===== config.mk =====
export PLATFORM = sky130hd
export DESIGN_NAME = drt_timer
export DESIGN_NICKNAME = d
export VERILOG_FILES = /design/src/hw/drt_pkg.sv /design/src/hw/drt_sync_div.sv /design/src/hw/drt_prescale.sv /design/src/hw/drt_timer.sv
export SDC_FILE = /design/constraint.sdc
export NUM_CORES = 1
export LEC_CHECK = 0
export ABC_AREA = 1
export BUFFER_PORTS_ARGS = -buffer_cell sky130_fd_sc_hd__buf_4
export CAP_MARGIN = 0
export CORE_MARGIN = 4
export CORE_UTILIZATION = 60
export CTS_CLUSTER_SIZE = 28
export DETAILED_ROUTE_END_ITERATION = 16
export HOLD_SLACK_MARGIN = 0.15
export PLACE_DENSITY = 0.8
export SYNTH_ARGS = -nofsm -noshare
export SYNTH_HDL_FRONTEND = slang
export SYNTH_HIERARCHICAL = 1
export SYNTH_SLANG_ARGS = --single-unit

===== constraint.sdc =====
create_clock -name REF_CLK -period 4.19 [get_ports REF_CLK]
set_clock_uncertainty 0.2 [all_clocks]
set_input_delay 0.838 -clock REF_CLK [delete_from_list [all_inputs] [get_ports REF_CLK]]
set_output_delay 0.838 -clock REF_CLK [all_outputs]
set_load 0.03 [all_outputs]

===== src/hw/drt_pkg.sv =====
package drt_pkg;

   // Special-function register addresses of the timer.
   localparam logic [7:0] ADDR_CONTROL = 8'hc8;
   localparam logic [7:0] ADDR_RELOAD_LOW = 8'hca;
   localparam logic [7:0] ADDR_RELOAD_HIGH = 8'hcb;
   localparam logic [7:0] ADDR_COUNT_LOW = 8'hcc;
   localparam logic [7:0] ADDR_COUNT_HIGH = 8'hcd;

   // Bit positions inside the timer control register.
   localparam int BIT_HIGH_FLAG = 7;
   localparam int BIT_LOW_FLAG = 6;
   localparam int BIT_LOW_IRQ_EN = 5;
   localparam int BIT_CAPTURE_EN = 4;
   localparam int BIT_SPLIT = 3;
   localparam int BIT_RUN = 2;
   localparam int BIT_CAPTURE_SRC = 1;
   localparam int BIT_EXT_SEL = 0;

   // Reset values of the registers.
   localparam logic [7:0] RESET_CONTROL = 8'h00;
   localparam logic [7:0] RESET_BYTE = 8'h00;

   // Divider figures for the slow count sources.
   localparam int SYSTEM_CLOCK_DIV = 12;
   localparam int OSC_DIV = 8;

   // Special-function register access, one byte per cycle.
   typedef struct packed {
      logic wr;
      logic rd;
      logic [7:0] addr;
      logic [7:0] wdata;
   } drt_sfr_req_t;

   // Clock selects that live in the shared clock select register.
   typedef struct packed {
      logic high_system_clock_select;
      logic low_system_clock_select;
   } drt_clk_sel_t;

endpackage : drt_pkg


===== src/hw/drt_sync_div.sv =====
`timescale 1ns/10ps
// Brings a foreign oscillator into the system clock domain and divides it by eight.
module drt_sync_div #(
   parameter int DIV = drt_pkg::OSC_DIV
) (
   input wire logic clk,
   input wire logic rst,
   input wire logic osc_in,
   output logic tick
);

   // Refuse divisors that the eight-bit counter cannot serve.
   if (DIV < 2 || DIV > 256) begin : g_div_check
      $error("drt_sync_div: DIV out of range");
   end

   typedef struct packed {
      logic s1;
      logic s2;
      logic s3;
      logic [7:0] cnt;
      logic tick;
   } drt_sd_state_t;

   drt_sd_state_t st_r;
   drt_sd_state_t st_nxt;

   // Two stages synchronise, the third feeds the rising edge detector.
   always_comb begin
      st_nxt = st_r;
      st_nxt.s1 = osc_in;
      st_nxt.s2 = st_r.s1;
      st_nxt.s3 = st_r.s2;
      st_nxt.tick = 1'b0;
      if (st_r.s2 && !st_r.s3) begin // RQ8
         if (st_r.cnt == 8'(DIV - 1)) begin
            st_nxt.cnt = 8'h00;
            st_nxt.tick = 1'b1;
         end else begin
            st_nxt.cnt = st_r.cnt + 8'h01;
         end
      end
   end

   // State register.
   always_ff @(posedge clk or posedge rst) begin
      if (rst) begin
         st_r <= '0;
      end else begin
         st_r <= st_nxt;
      end
   end

   assign tick = st_r.tick;

endmodule : drt_sync_div


===== src/hw/drt_prescale.sv =====
`timescale 1ns/10ps
// Free-running divider that emits a one-cycle enable every DIV system clocks.
module drt_prescale #(
   parameter int DIV = drt_pkg::SYSTEM_CLOCK_DIV
) (
   input wire logic clk,
   input wire logic rst,
   output logic tick
);

   // Refuse divisors that the eight-bit counter cannot serve.
   if (DIV < 2 || DIV > 256) begin : g_div_check
      $error("drt_prescale: DIV out of range");
   end

   typedef struct packed {
      logic [7:0] cnt;
      logic tick;
   } drt_ps_state_t;

   drt_ps_state_t st_r;
   drt_ps_state_t st_nxt;

   // Count and pulse at the wrap.
   always_comb begin
      st_nxt = st_r;
      st_nxt.tick = 1'b0;
      if (st_r.cnt == 8'(DIV - 1)) begin
         st_nxt.cnt = 8'h00;
         st_nxt.tick = 1'b1; // RQ24
      end else begin
         st_nxt.cnt = st_r.cnt + 8'h01;
      end
   end

   // State register.
   always_ff @(posedge clk or posedge rst) begin
      if (rst) begin
         st_r <= '0;
      end else begin
         st_r <= st_nxt;
      end
   end

   assign tick = st_r.tick;

endmodule : drt_prescale


===== src/hw/drt_timer.sv =====
`timescale 1ns/10ps
// Function
// RQ1 - Timer is two bytes, split bit selects mode.
// RQ2 - 16-bit rollover reloads and sets high flag.
// RQ3 - 16-bit overflow requests interrupt when enabled.
// RQ4 - Low byte rollover interrupts if low enable.
// RQ5 - Split mode: two bytes reload independently.
// RQ6 - Run gates all, or high byte in split.
// RQ7 - Per-byte clock select in split mode.
// RQ8 - External divided source synchronised before use.
// RQ9 - High and low flags set on rollover.
// RQ10 - Split mode interrupts from either byte.
// RQ11 - Flags cleared only by software writes.
// RQ12 - Four count clock choices from selects.
// RQ13 - Capture every eight source oscillator cycles.
// RQ14 - Capture copies count, sets high flag.
// RQ15 - Software keeps 16-bit mode during capture.
// RQ16 - Capture enable bit turns capture on.
// RQ17 - Capture source also picks external count clock.
// RQ18 - External select: divide-by-12 or named source.
// RQ19 - Software clears low enable in 16-bit mode.
// RQ20 - Control register holds all bits, readable.
// RQ21 - Reload bytes read/write, reset to zero.
// RQ22 - High count byte is read/write register.
// RQ23 - High select only in split mode.
// RQ24 - Single clock, sources become count enables.
// RQ25 - Interrupt is high flag or qualified low.
module drt_timer (
   input wire logic REF_CLK,
   input wire logic RST,
   input wire drt_pkg::drt_sfr_req_t SFR_REQ,
   output logic [7:0] SFR_RDATA,
   input wire drt_pkg::drt_clk_sel_t CLK_SEL,
   input wire logic EXT_OSC,
   input wire logic RTC_OSC,
   output logic IRQ
);

   ////////////////////////////////////////////////////////////////////////////////
   // Count-enable sources, all in the system clock domain.

   logic div12_tick;
   logic ext_tick;
   logic rtc_tick;

   // System clock divided by twelve.
   drt_prescale #(.DIV(drt_pkg::SYSTEM_CLOCK_DIV)) u_div12 (
      .clk(REF_CLK),
      .rst(RST),
      .tick(div12_tick)
   );

   // External oscillator, synchronised and divided by eight.
   drt_sync_div #(.DIV(drt_pkg::OSC_DIV)) u_ext (
      .clk(REF_CLK),
      .rst(RST),
      .osc_in(EXT_OSC),
      .tick(ext_tick)
   );

   // Real-time-clock oscillator, synchronised and divided by eight.
   drt_sync_div #(.DIV(drt_pkg::OSC_DIV)) u_rtc (
      .clk(REF_CLK),
      .rst(RST),
      .osc_in(RTC_OSC),
      .tick(rtc_tick)
   );

   ////////////////////////////////////////////////////////////////////////////////
   // State.

   typedef struct packed {
      logic [7:0] control;
      logic [7:0] reload_low_byte;
      logic [7:0] reload_high_byte;
      logic [7:0] count_low_byte;
      logic [7:0] count_high_byte;
      logic [7:0] rdata;
   } drt_state_t;

   drt_state_t st_r;
   drt_state_t st_nxt;

   logic split_mode_enable;
   logic run_bit;
   logic low_byte_irq_enable;
   logic capture_enable;
   logic capture_source_select;
   logic external_select;
   logic alt_tick;
   logic low_en;
   logic high_en;
   logic capture_evt;
   logic low_wrap;
   logic high_wrap;
   logic set_high;
   logic set_low;

   // Field decode of the control register.
   assign split_mode_enable = st_r.control[drt_pkg::BIT_SPLIT]; // RQ1
   assign run_bit = st_r.control[drt_pkg::BIT_RUN];
   assign low_byte_irq_enable = st_r.control[drt_pkg::BIT_LOW_IRQ_EN];
   assign capture_enable = st_r.control[drt_pkg::BIT_CAPTURE_EN];
   assign capture_source_select = st_r.control[drt_pkg::BIT_CAPTURE_SRC];
   assign external_select = st_r.control[drt_pkg::BIT_EXT_SEL];

   ////////////////////////////////////////////////////////////////////////////////
   // Count-enable selection.

   // The non-system choice shared by both bytes.
   always_comb begin
      if (!external_select) begin
         alt_tick = div12_tick; // RQ18
      end else if (capture_source_select) begin
         alt_tick = rtc_tick; // RQ17
      end else begin
         alt_tick = ext_tick; // RQ17
      end
   end

   // Per-byte enables; the high select only counts in split mode.
   always_comb begin
      if (split_mode_enable) begin
         low_en = CLK_SEL.low_system_clock_select ? 1'b1 : alt_tick; // RQ7 RQ6
         high_en = run_bit && (CLK_SEL.high_system_clock_select ? 1'b1 : alt_tick); // RQ6 RQ23
      end else begin
         low_en = run_bit && (CLK_SEL.low_system_clock_select ? 1'b1 : alt_tick); // RQ12 RQ23
         high_en = low_en && (st_r.count_low_byte == 8'hff);
      end
   end

   // Capture fires on every eighth cycle of the opposite oscillator.
   assign capture_evt = capture_enable && (capture_source_select ? ext_tick : rtc_tick); // RQ13 RQ16

   assign low_wrap = low_en && (st_r.count_low_byte == 8'hff);
   assign high_wrap = high_en && (st_r.count_high_byte == 8'hff);
   assign set_low = low_wrap; // RQ9
   assign set_high = high_wrap || capture_evt; // RQ9 RQ14

   ////////////////////////////////////////////////////////////////////////////////
   // Next state: counting, capture, register writes and flag set-over-clear.

   always_comb begin
      st_nxt = st_r;
      // Software writes land first; counting events below override them.
      if (SFR_REQ.wr) begin
         case (SFR_REQ.addr)
            drt_pkg::ADDR_CONTROL: st_nxt.control = SFR_REQ.wdata; // RQ20 RQ11
            drt_pkg::ADDR_RELOAD_LOW: st_nxt.reload_low_byte = SFR_REQ.wdata; // RQ21
            drt_pkg::ADDR_RELOAD_HIGH: st_nxt.reload_high_byte = SFR_REQ.wdata; // RQ21
            drt_pkg::ADDR_COUNT_LOW: st_nxt.count_low_byte = SFR_REQ.wdata;
            drt_pkg::ADDR_COUNT_HIGH: st_nxt.count_high_byte = SFR_REQ.wdata; // RQ22
            default: ;
         endcase
      end
      // Low byte counts or reloads.
      if (low_en) begin
         if (low_wrap && split_mode_enable) begin
            st_nxt.count_low_byte = st_r.reload_low_byte; // RQ5
         end else if (low_wrap && high_wrap) begin
            st_nxt.count_low_byte = st_r.reload_low_byte; // RQ2
         end else begin
            st_nxt.count_low_byte = st_r.count_low_byte + 8'h01;
         end
      end
      // High byte counts or reloads.
      if (high_en) begin
         if (high_wrap) begin
            st_nxt.count_high_byte = st_r.reload_high_byte; // RQ2 RQ5
         end else begin
            st_nxt.count_high_byte = st_r.count_high_byte + 8'h01;
         end
      end
      // Capture copies the live count into the reload pair.
      if (capture_evt) begin
         st_nxt.reload_low_byte = st_r.count_low_byte; // RQ14
         st_nxt.reload_high_byte = st_r.count_high_byte; // RQ14
      end
      // Hardware sets win over a clearing write in the same cycle.
      if (set_high) begin
         st_nxt.control[drt_pkg::BIT_HIGH_FLAG] = 1'b1; // RQ9 RQ11
      end
      if (set_low) begin
         st_nxt.control[drt_pkg::BIT_LOW_FLAG] = 1'b1; // RQ9 RQ11
      end
      // Registered read data, unmapped addresses return zero.
      st_nxt.rdata = 8'h00;
      if (SFR_REQ.rd) begin
         case (SFR_REQ.addr)
            drt_pkg::ADDR_CONTROL: st_nxt.rdata = st_r.control; // RQ20
            drt_pkg::ADDR_RELOAD_LOW: st_nxt.rdata = st_r.reload_low_byte;
            drt_pkg::ADDR_RELOAD_HIGH: st_nxt.rdata = st_r.reload_high_byte;
            drt_pkg::ADDR_COUNT_LOW: st_nxt.rdata = st_r.count_low_byte;
            drt_pkg::ADDR_COUNT_HIGH: st_nxt.rdata = st_r.count_high_byte; // RQ22
            default: st_nxt.rdata = 8'h00;
         endcase
      end
   end

   // State register.
   always_ff @(posedge REF_CLK or posedge RST) begin
      if (RST) begin
         st_r.control <= drt_pkg::RESET_CONTROL;
         st_r.reload_low_byte <= drt_pkg::RESET_BYTE;
         st_r.reload_high_byte <= drt_pkg::RESET_BYTE;
         st_r.count_low_byte <= drt_pkg::RESET_BYTE;
         st_r.count_high_byte <= drt_pkg::RESET_BYTE;
         st_r.rdata <= 8'h00;
      end else begin
         st_r <= st_nxt;
      end
   end

   assign SFR_RDATA = st_r.rdata;

   // Request is the high flag or the enabled low flag; global masking lies outside.
   assign IRQ = st_r.control[drt_pkg::BIT_HIGH_FLAG] ||
                (st_r.control[drt_pkg::BIT_LOW_FLAG] && low_byte_irq_enable); // RQ3 RQ4 RQ10 RQ25

   // Count enables are single-cycle pulses; the prescaler recurs at its period.
   localparam int TICK_GAP = drt_pkg::SYSTEM_CLOCK_DIV;
endmodule : drt_timer


Word level (Yosys, flattened, before mapping)
Cells that the tools add are included.
{"block": "word_totals", "out_inout_bits": 9, "register_bits": 81, "word_cells": 99}
{"block": "op_classes", "n_reduce_logical": 33, "addsub": 5, "muxes": 31, "n_eq_ne": 10}
{"cell": "$mux W8", "n": 14}
{"cell": "$eq A8 B8 Y1 const B", "n": 7}
{"cell": "$add A8 B1 Y8 const B", "n": 5}
{"cell": "$mux W40", "n": 1}
{"cell": "$pmux W8 S5", "n": 1}
{"cell": "$reduce_bool A2 Y1", "n": 11}
{"cell": "$eq A8 B3 Y1 const B", "n": 2}
{"cell": "$mux W16", "n": 1}
{"cell": "$mux W1", "n": 14}
{"cell": "$reduce_and A2 Y1", "n": 7}
{"cell": "$logic_and A1 B1 Y1", "n": 11}
{"cell": "$eq A8 B4 Y1 const B", "n": 1}
{"cell": "$logic_not A1 Y1", "n": 2}
{"cell": "$logic_or A1 B1 Y1", "n": 2}

Longest topological paths before layout
{"block": "depth", "depth_word": 11, "ltp_mapped": 13}

By module
The synthesis kept the hierarchy.
{"mod": "drt_timer", "instances": 1, "seq_area_each_um2": 1201.2, "cells_each": 401, "area_each_um2": 3169.3}
{"mod": "drt_sync_div", "instances": 2, "seq_area_each_um2": 300.3, "cells_each": 66, "area_each_um2": 556.8}
{"mod": "drt_prescale", "instances": 1, "seq_area_each_um2": 225.2, "cells_each": 53, "area_each_um2": 445.4}

Worst setup path before layout
No wires, ideal clock.
{"block": "synth_path", "path_kind": "in2reg", "startpoint": "in SFR_REQ[13] (netlist name)", "endpoint": "reg st_r[16] (netlist name)", "t_arrival_ps": 1909, "stages": 9, "setup_ps": 131, "setup_slack_ps": 1951, "required_time_ps": 3859, "cell_sequence": "nor2_1 -> nand3_1 -> clkinv_2 -> nand4_4 -> nor2_4 -> nor2_2 -> inv_1 -> o21ai_0 -> o21bai_2"}
{"element": "from (decl)", "line_no": "drt_timer.sv:31", "source": "input wire drt_pkg::drt_sfr_req_t SFR_REQ,"}

==> impl_metrics.yaml <==
floorplan:
  ioPinCount: 33
  rows: 32
  die_w_um: 96.8
  start_util_pct: 61.5
  die_h_um: 96.8
  die-area_um2: 9360
  coreArea_um2: 7690
synthesis:
  syn_nets: 615
  synth_edf_count: 0
  synthFlopType: "dfrtp_1"
  netlist_area_um2: 4730
  syn_avg_cell_area_um2: 8.07
  async_flop_share_pct: 100
  netlist_instances: 586
  yosys.cell_types.count: 48
  yosys.area.top_type: "dfrtp_1"
  synth_area_leaders: "dfrtp_1 (43%), nand2_1 (9.8%), inv_1 (6.6%), nand3_1 (6.0%), nor2_1 (3.0%)"
  ys_seq_area_share_pct: 42.9
  yosys.area.top_type_share_pct: 42.9
  ys_ff_latch: 81
  yosys_warnings: 6
sta:
  tightest_slew_ns: 1.00
  max_freq_mhz: 407
  setup_violations: 0
  rsz0062_at_grt: "no"
  layout_min_cycle_time_ns: 2.46
  maxSlewViolCount: 0
  setup_tns_ns: 0
  finalCritPeriodShare_pct: 58.6
  relSlewSlack_pct: 33.2
  hold_viol: 0
drt:
  drtPass1Iterations: 8
  finalWirelength_um: 11100
  drtAntennaViolNets: 0
  drt-wirelength-per-cell_um: 15.5
  drc: 0
  via_per_inst: 5.66
  vias: 4058
  drtIter0Drc: 357
pwr:
  powerDensity_nw_per_um2: 460
  cellLeakagePower_uw: 0.00261
  vdd_drop_max_mv: 0.311
layout:
  layout_commonest_cell: "nand2_1"
  antennaDiodeCount: 0
  nets: 640
  fin_util_pct: 67.9
  final_cell_mix: "nand2_1 (123), inv_1 (82), dfrtp_1 (81), nand3_1 (57), nor2_1 (38)"
  multi_input_comb_area_um2: 2210
  seq_area_um2: 2030
  n_fill_cell: 630
  drive_above_1_share_pct: 18.7
  syn_to_final_growth_pct: 10.4
clock_network:
  cts_hold_buf: 0
  numCtsBuffers: 9
  clockRootBuffer: "clkbuf_8"
  post-cts-setup-buffers: 0
  cts_tree: "built"
  h-tree-depth: 3
  clk_latency_ns: 0.34
  ctsLongestPathBuffers: 2
  clk_pin_slew_ns: 0.08
  clock-sinks: 81
  cts-resized-gates: 0
global_routing:
  first_global_vias: 4029
  grt_pass1_wl_um: 19200
  grt_max_degree: 49
  track_usage_pct: 25.0
  antenna_found_initial: 0
  overflow: 0
place:
  dpl.hpwl_um: 8300
  gp_congestion: 0.991
  port_buffers: 32
job:
  drv_cap: 0
worst_setup_path:
  critPathLaunchType: "input pin"
  cp.required_ns: 4.17
  crit_fanout: 13
  critPathCaptureType: "flop"
  cp.arrival_ns: 2.44
  critPathKind: "in2reg"
outcome:
  run_status: "finished clean"
hold_path:
  hold_path.class: "reg2reg"
==> state kept, by name, summed over array words and instances, names as in the netlist, 2 cells and up <==
register,flops
SFR_RDATA,8
st_r,34
u_div12/st_r,8
u_ext/st_nxt,2
u_ext/st_r,9
u_rtc/st_nxt,2
u_rtc/st_r,9
==> synth_stat cells, types with 3 or more instances <==
master / number
o22ai_1: 15
a211oi_1: 6
nand3_1: 57
or2_1: 3
nor3_1: 3
inv_1: 83
nor2_1: 38
a21oi_1: 7
o21ai_1: 16
nand2_2: 15
buf_2: 3
nor2_2: 10
o211ai_1: 6
nand4_1: 5
a22oi_1: 3
buf_4: 10
xnor2_1: 5
nor3_2: 4
nor2_4: 7
inv_2: 10
o221ai_1: 10
ha_1: 5
nand2_1: 123
dfrtp_1: 81
o21ai_2: 3
xor2_1: 9
o21ai_0: 16
nand3_2: 6
==> power breakdown <==
part | switching (µW) | total [µW] | internal (µW)
registers | 158 | 1070 | 917
clock network | 274 | 729 | 454
logic | 360 | 598 | 238
==> through the flow <==
stage / hold slack, ns / std cells / power [µW] / setup slack, ns / instance area, µm²
after CTS: 0.157 / 717 / 2410 / 1.76 / 5220
after detailed placement: 0.137 / 702 / 1670 / 1.38 / 4960
final: 0.153 / 717 / 2400 / 1.73 / 5220
after global routing: 0.178 / 717 / 2550 / 1.53 / 5220
after global placement: 0.132 / 702 / 1650 / 1.48 / 4960
after floorplan: 0.131 / 586 / 1520 / 1.95 / 4730
==> worst max-delay path, stage by stage <==
cell	delay (ns)
buf_4	0.11
nor2_1	0.09
nand3_1	0.12
clkinv_2	0.17
nand3_1	0.09
or2_1	0.28
nor2_2	0.45
inv_2	0.11
nand2_1	0.10
o2111ai_1	0.09
==> path summary, 6_finish.rpt <==
check	start	to	slack (ns)	cells past startpoint
max	SFR_REQ[13]	st_r[47]	1.73	10
min	u_ext/st_nxt[10]	u_ext/st_nxt[9]	0.15	0
max reg2reg	st_r[16]	st_r[12]	1.81	10
min reg2reg	u_ext/st_nxt[10]	u_ext/st_nxt[9]	0.15	0
max in group asynchronous	RST	st_r[31]	2.59	2
min in group asynchronous	RST	u_div12/st_r[3]	0.29	2
==> cell type report <==
class / count / area share, %
flip-flops and latches: 81 / 38.8
repair buffers: 32 / 4.60
clock inverters: 5 / 2.47
well taps: 102 / 2.44
clock buffers: 10 / 2.44
inverters: 96 / 6.95
multi-input cells: 391 / 42.3
==> kinds of logic (layout without fill, tap and decap cells) <==
kind of cell / count (synthesis) / in the layout / share of synthesized area [%]
DFF: 81 / 81 / 42.9
buffers and inverters: 114 / 143 / 10.5
and+or+nand+nor: 278 / 278 / 29.3
adders and majority gates: 5 / 5 / 1.32
xor gates and xnor gates: 14 / 14 / 2.59
AOI/OAI and AO/OA: 94 / 94 / 13.4
==> per-layer routing <==
| layer | part of all wire, % | global-route usage [%] | wire, µm |
|---|---|---|---|
| met5 | 0 | 0 | 0 |
| met2 | 49 | 40.4 | 5440 |
| met4 | 3.2 | 9.72 | 357 |
| met1 | 42 | 33.3 | 4670 |
| met3 | 5.8 | 4.76 | 645 |
Note: power is estimated with default switching activity, not from simulation.
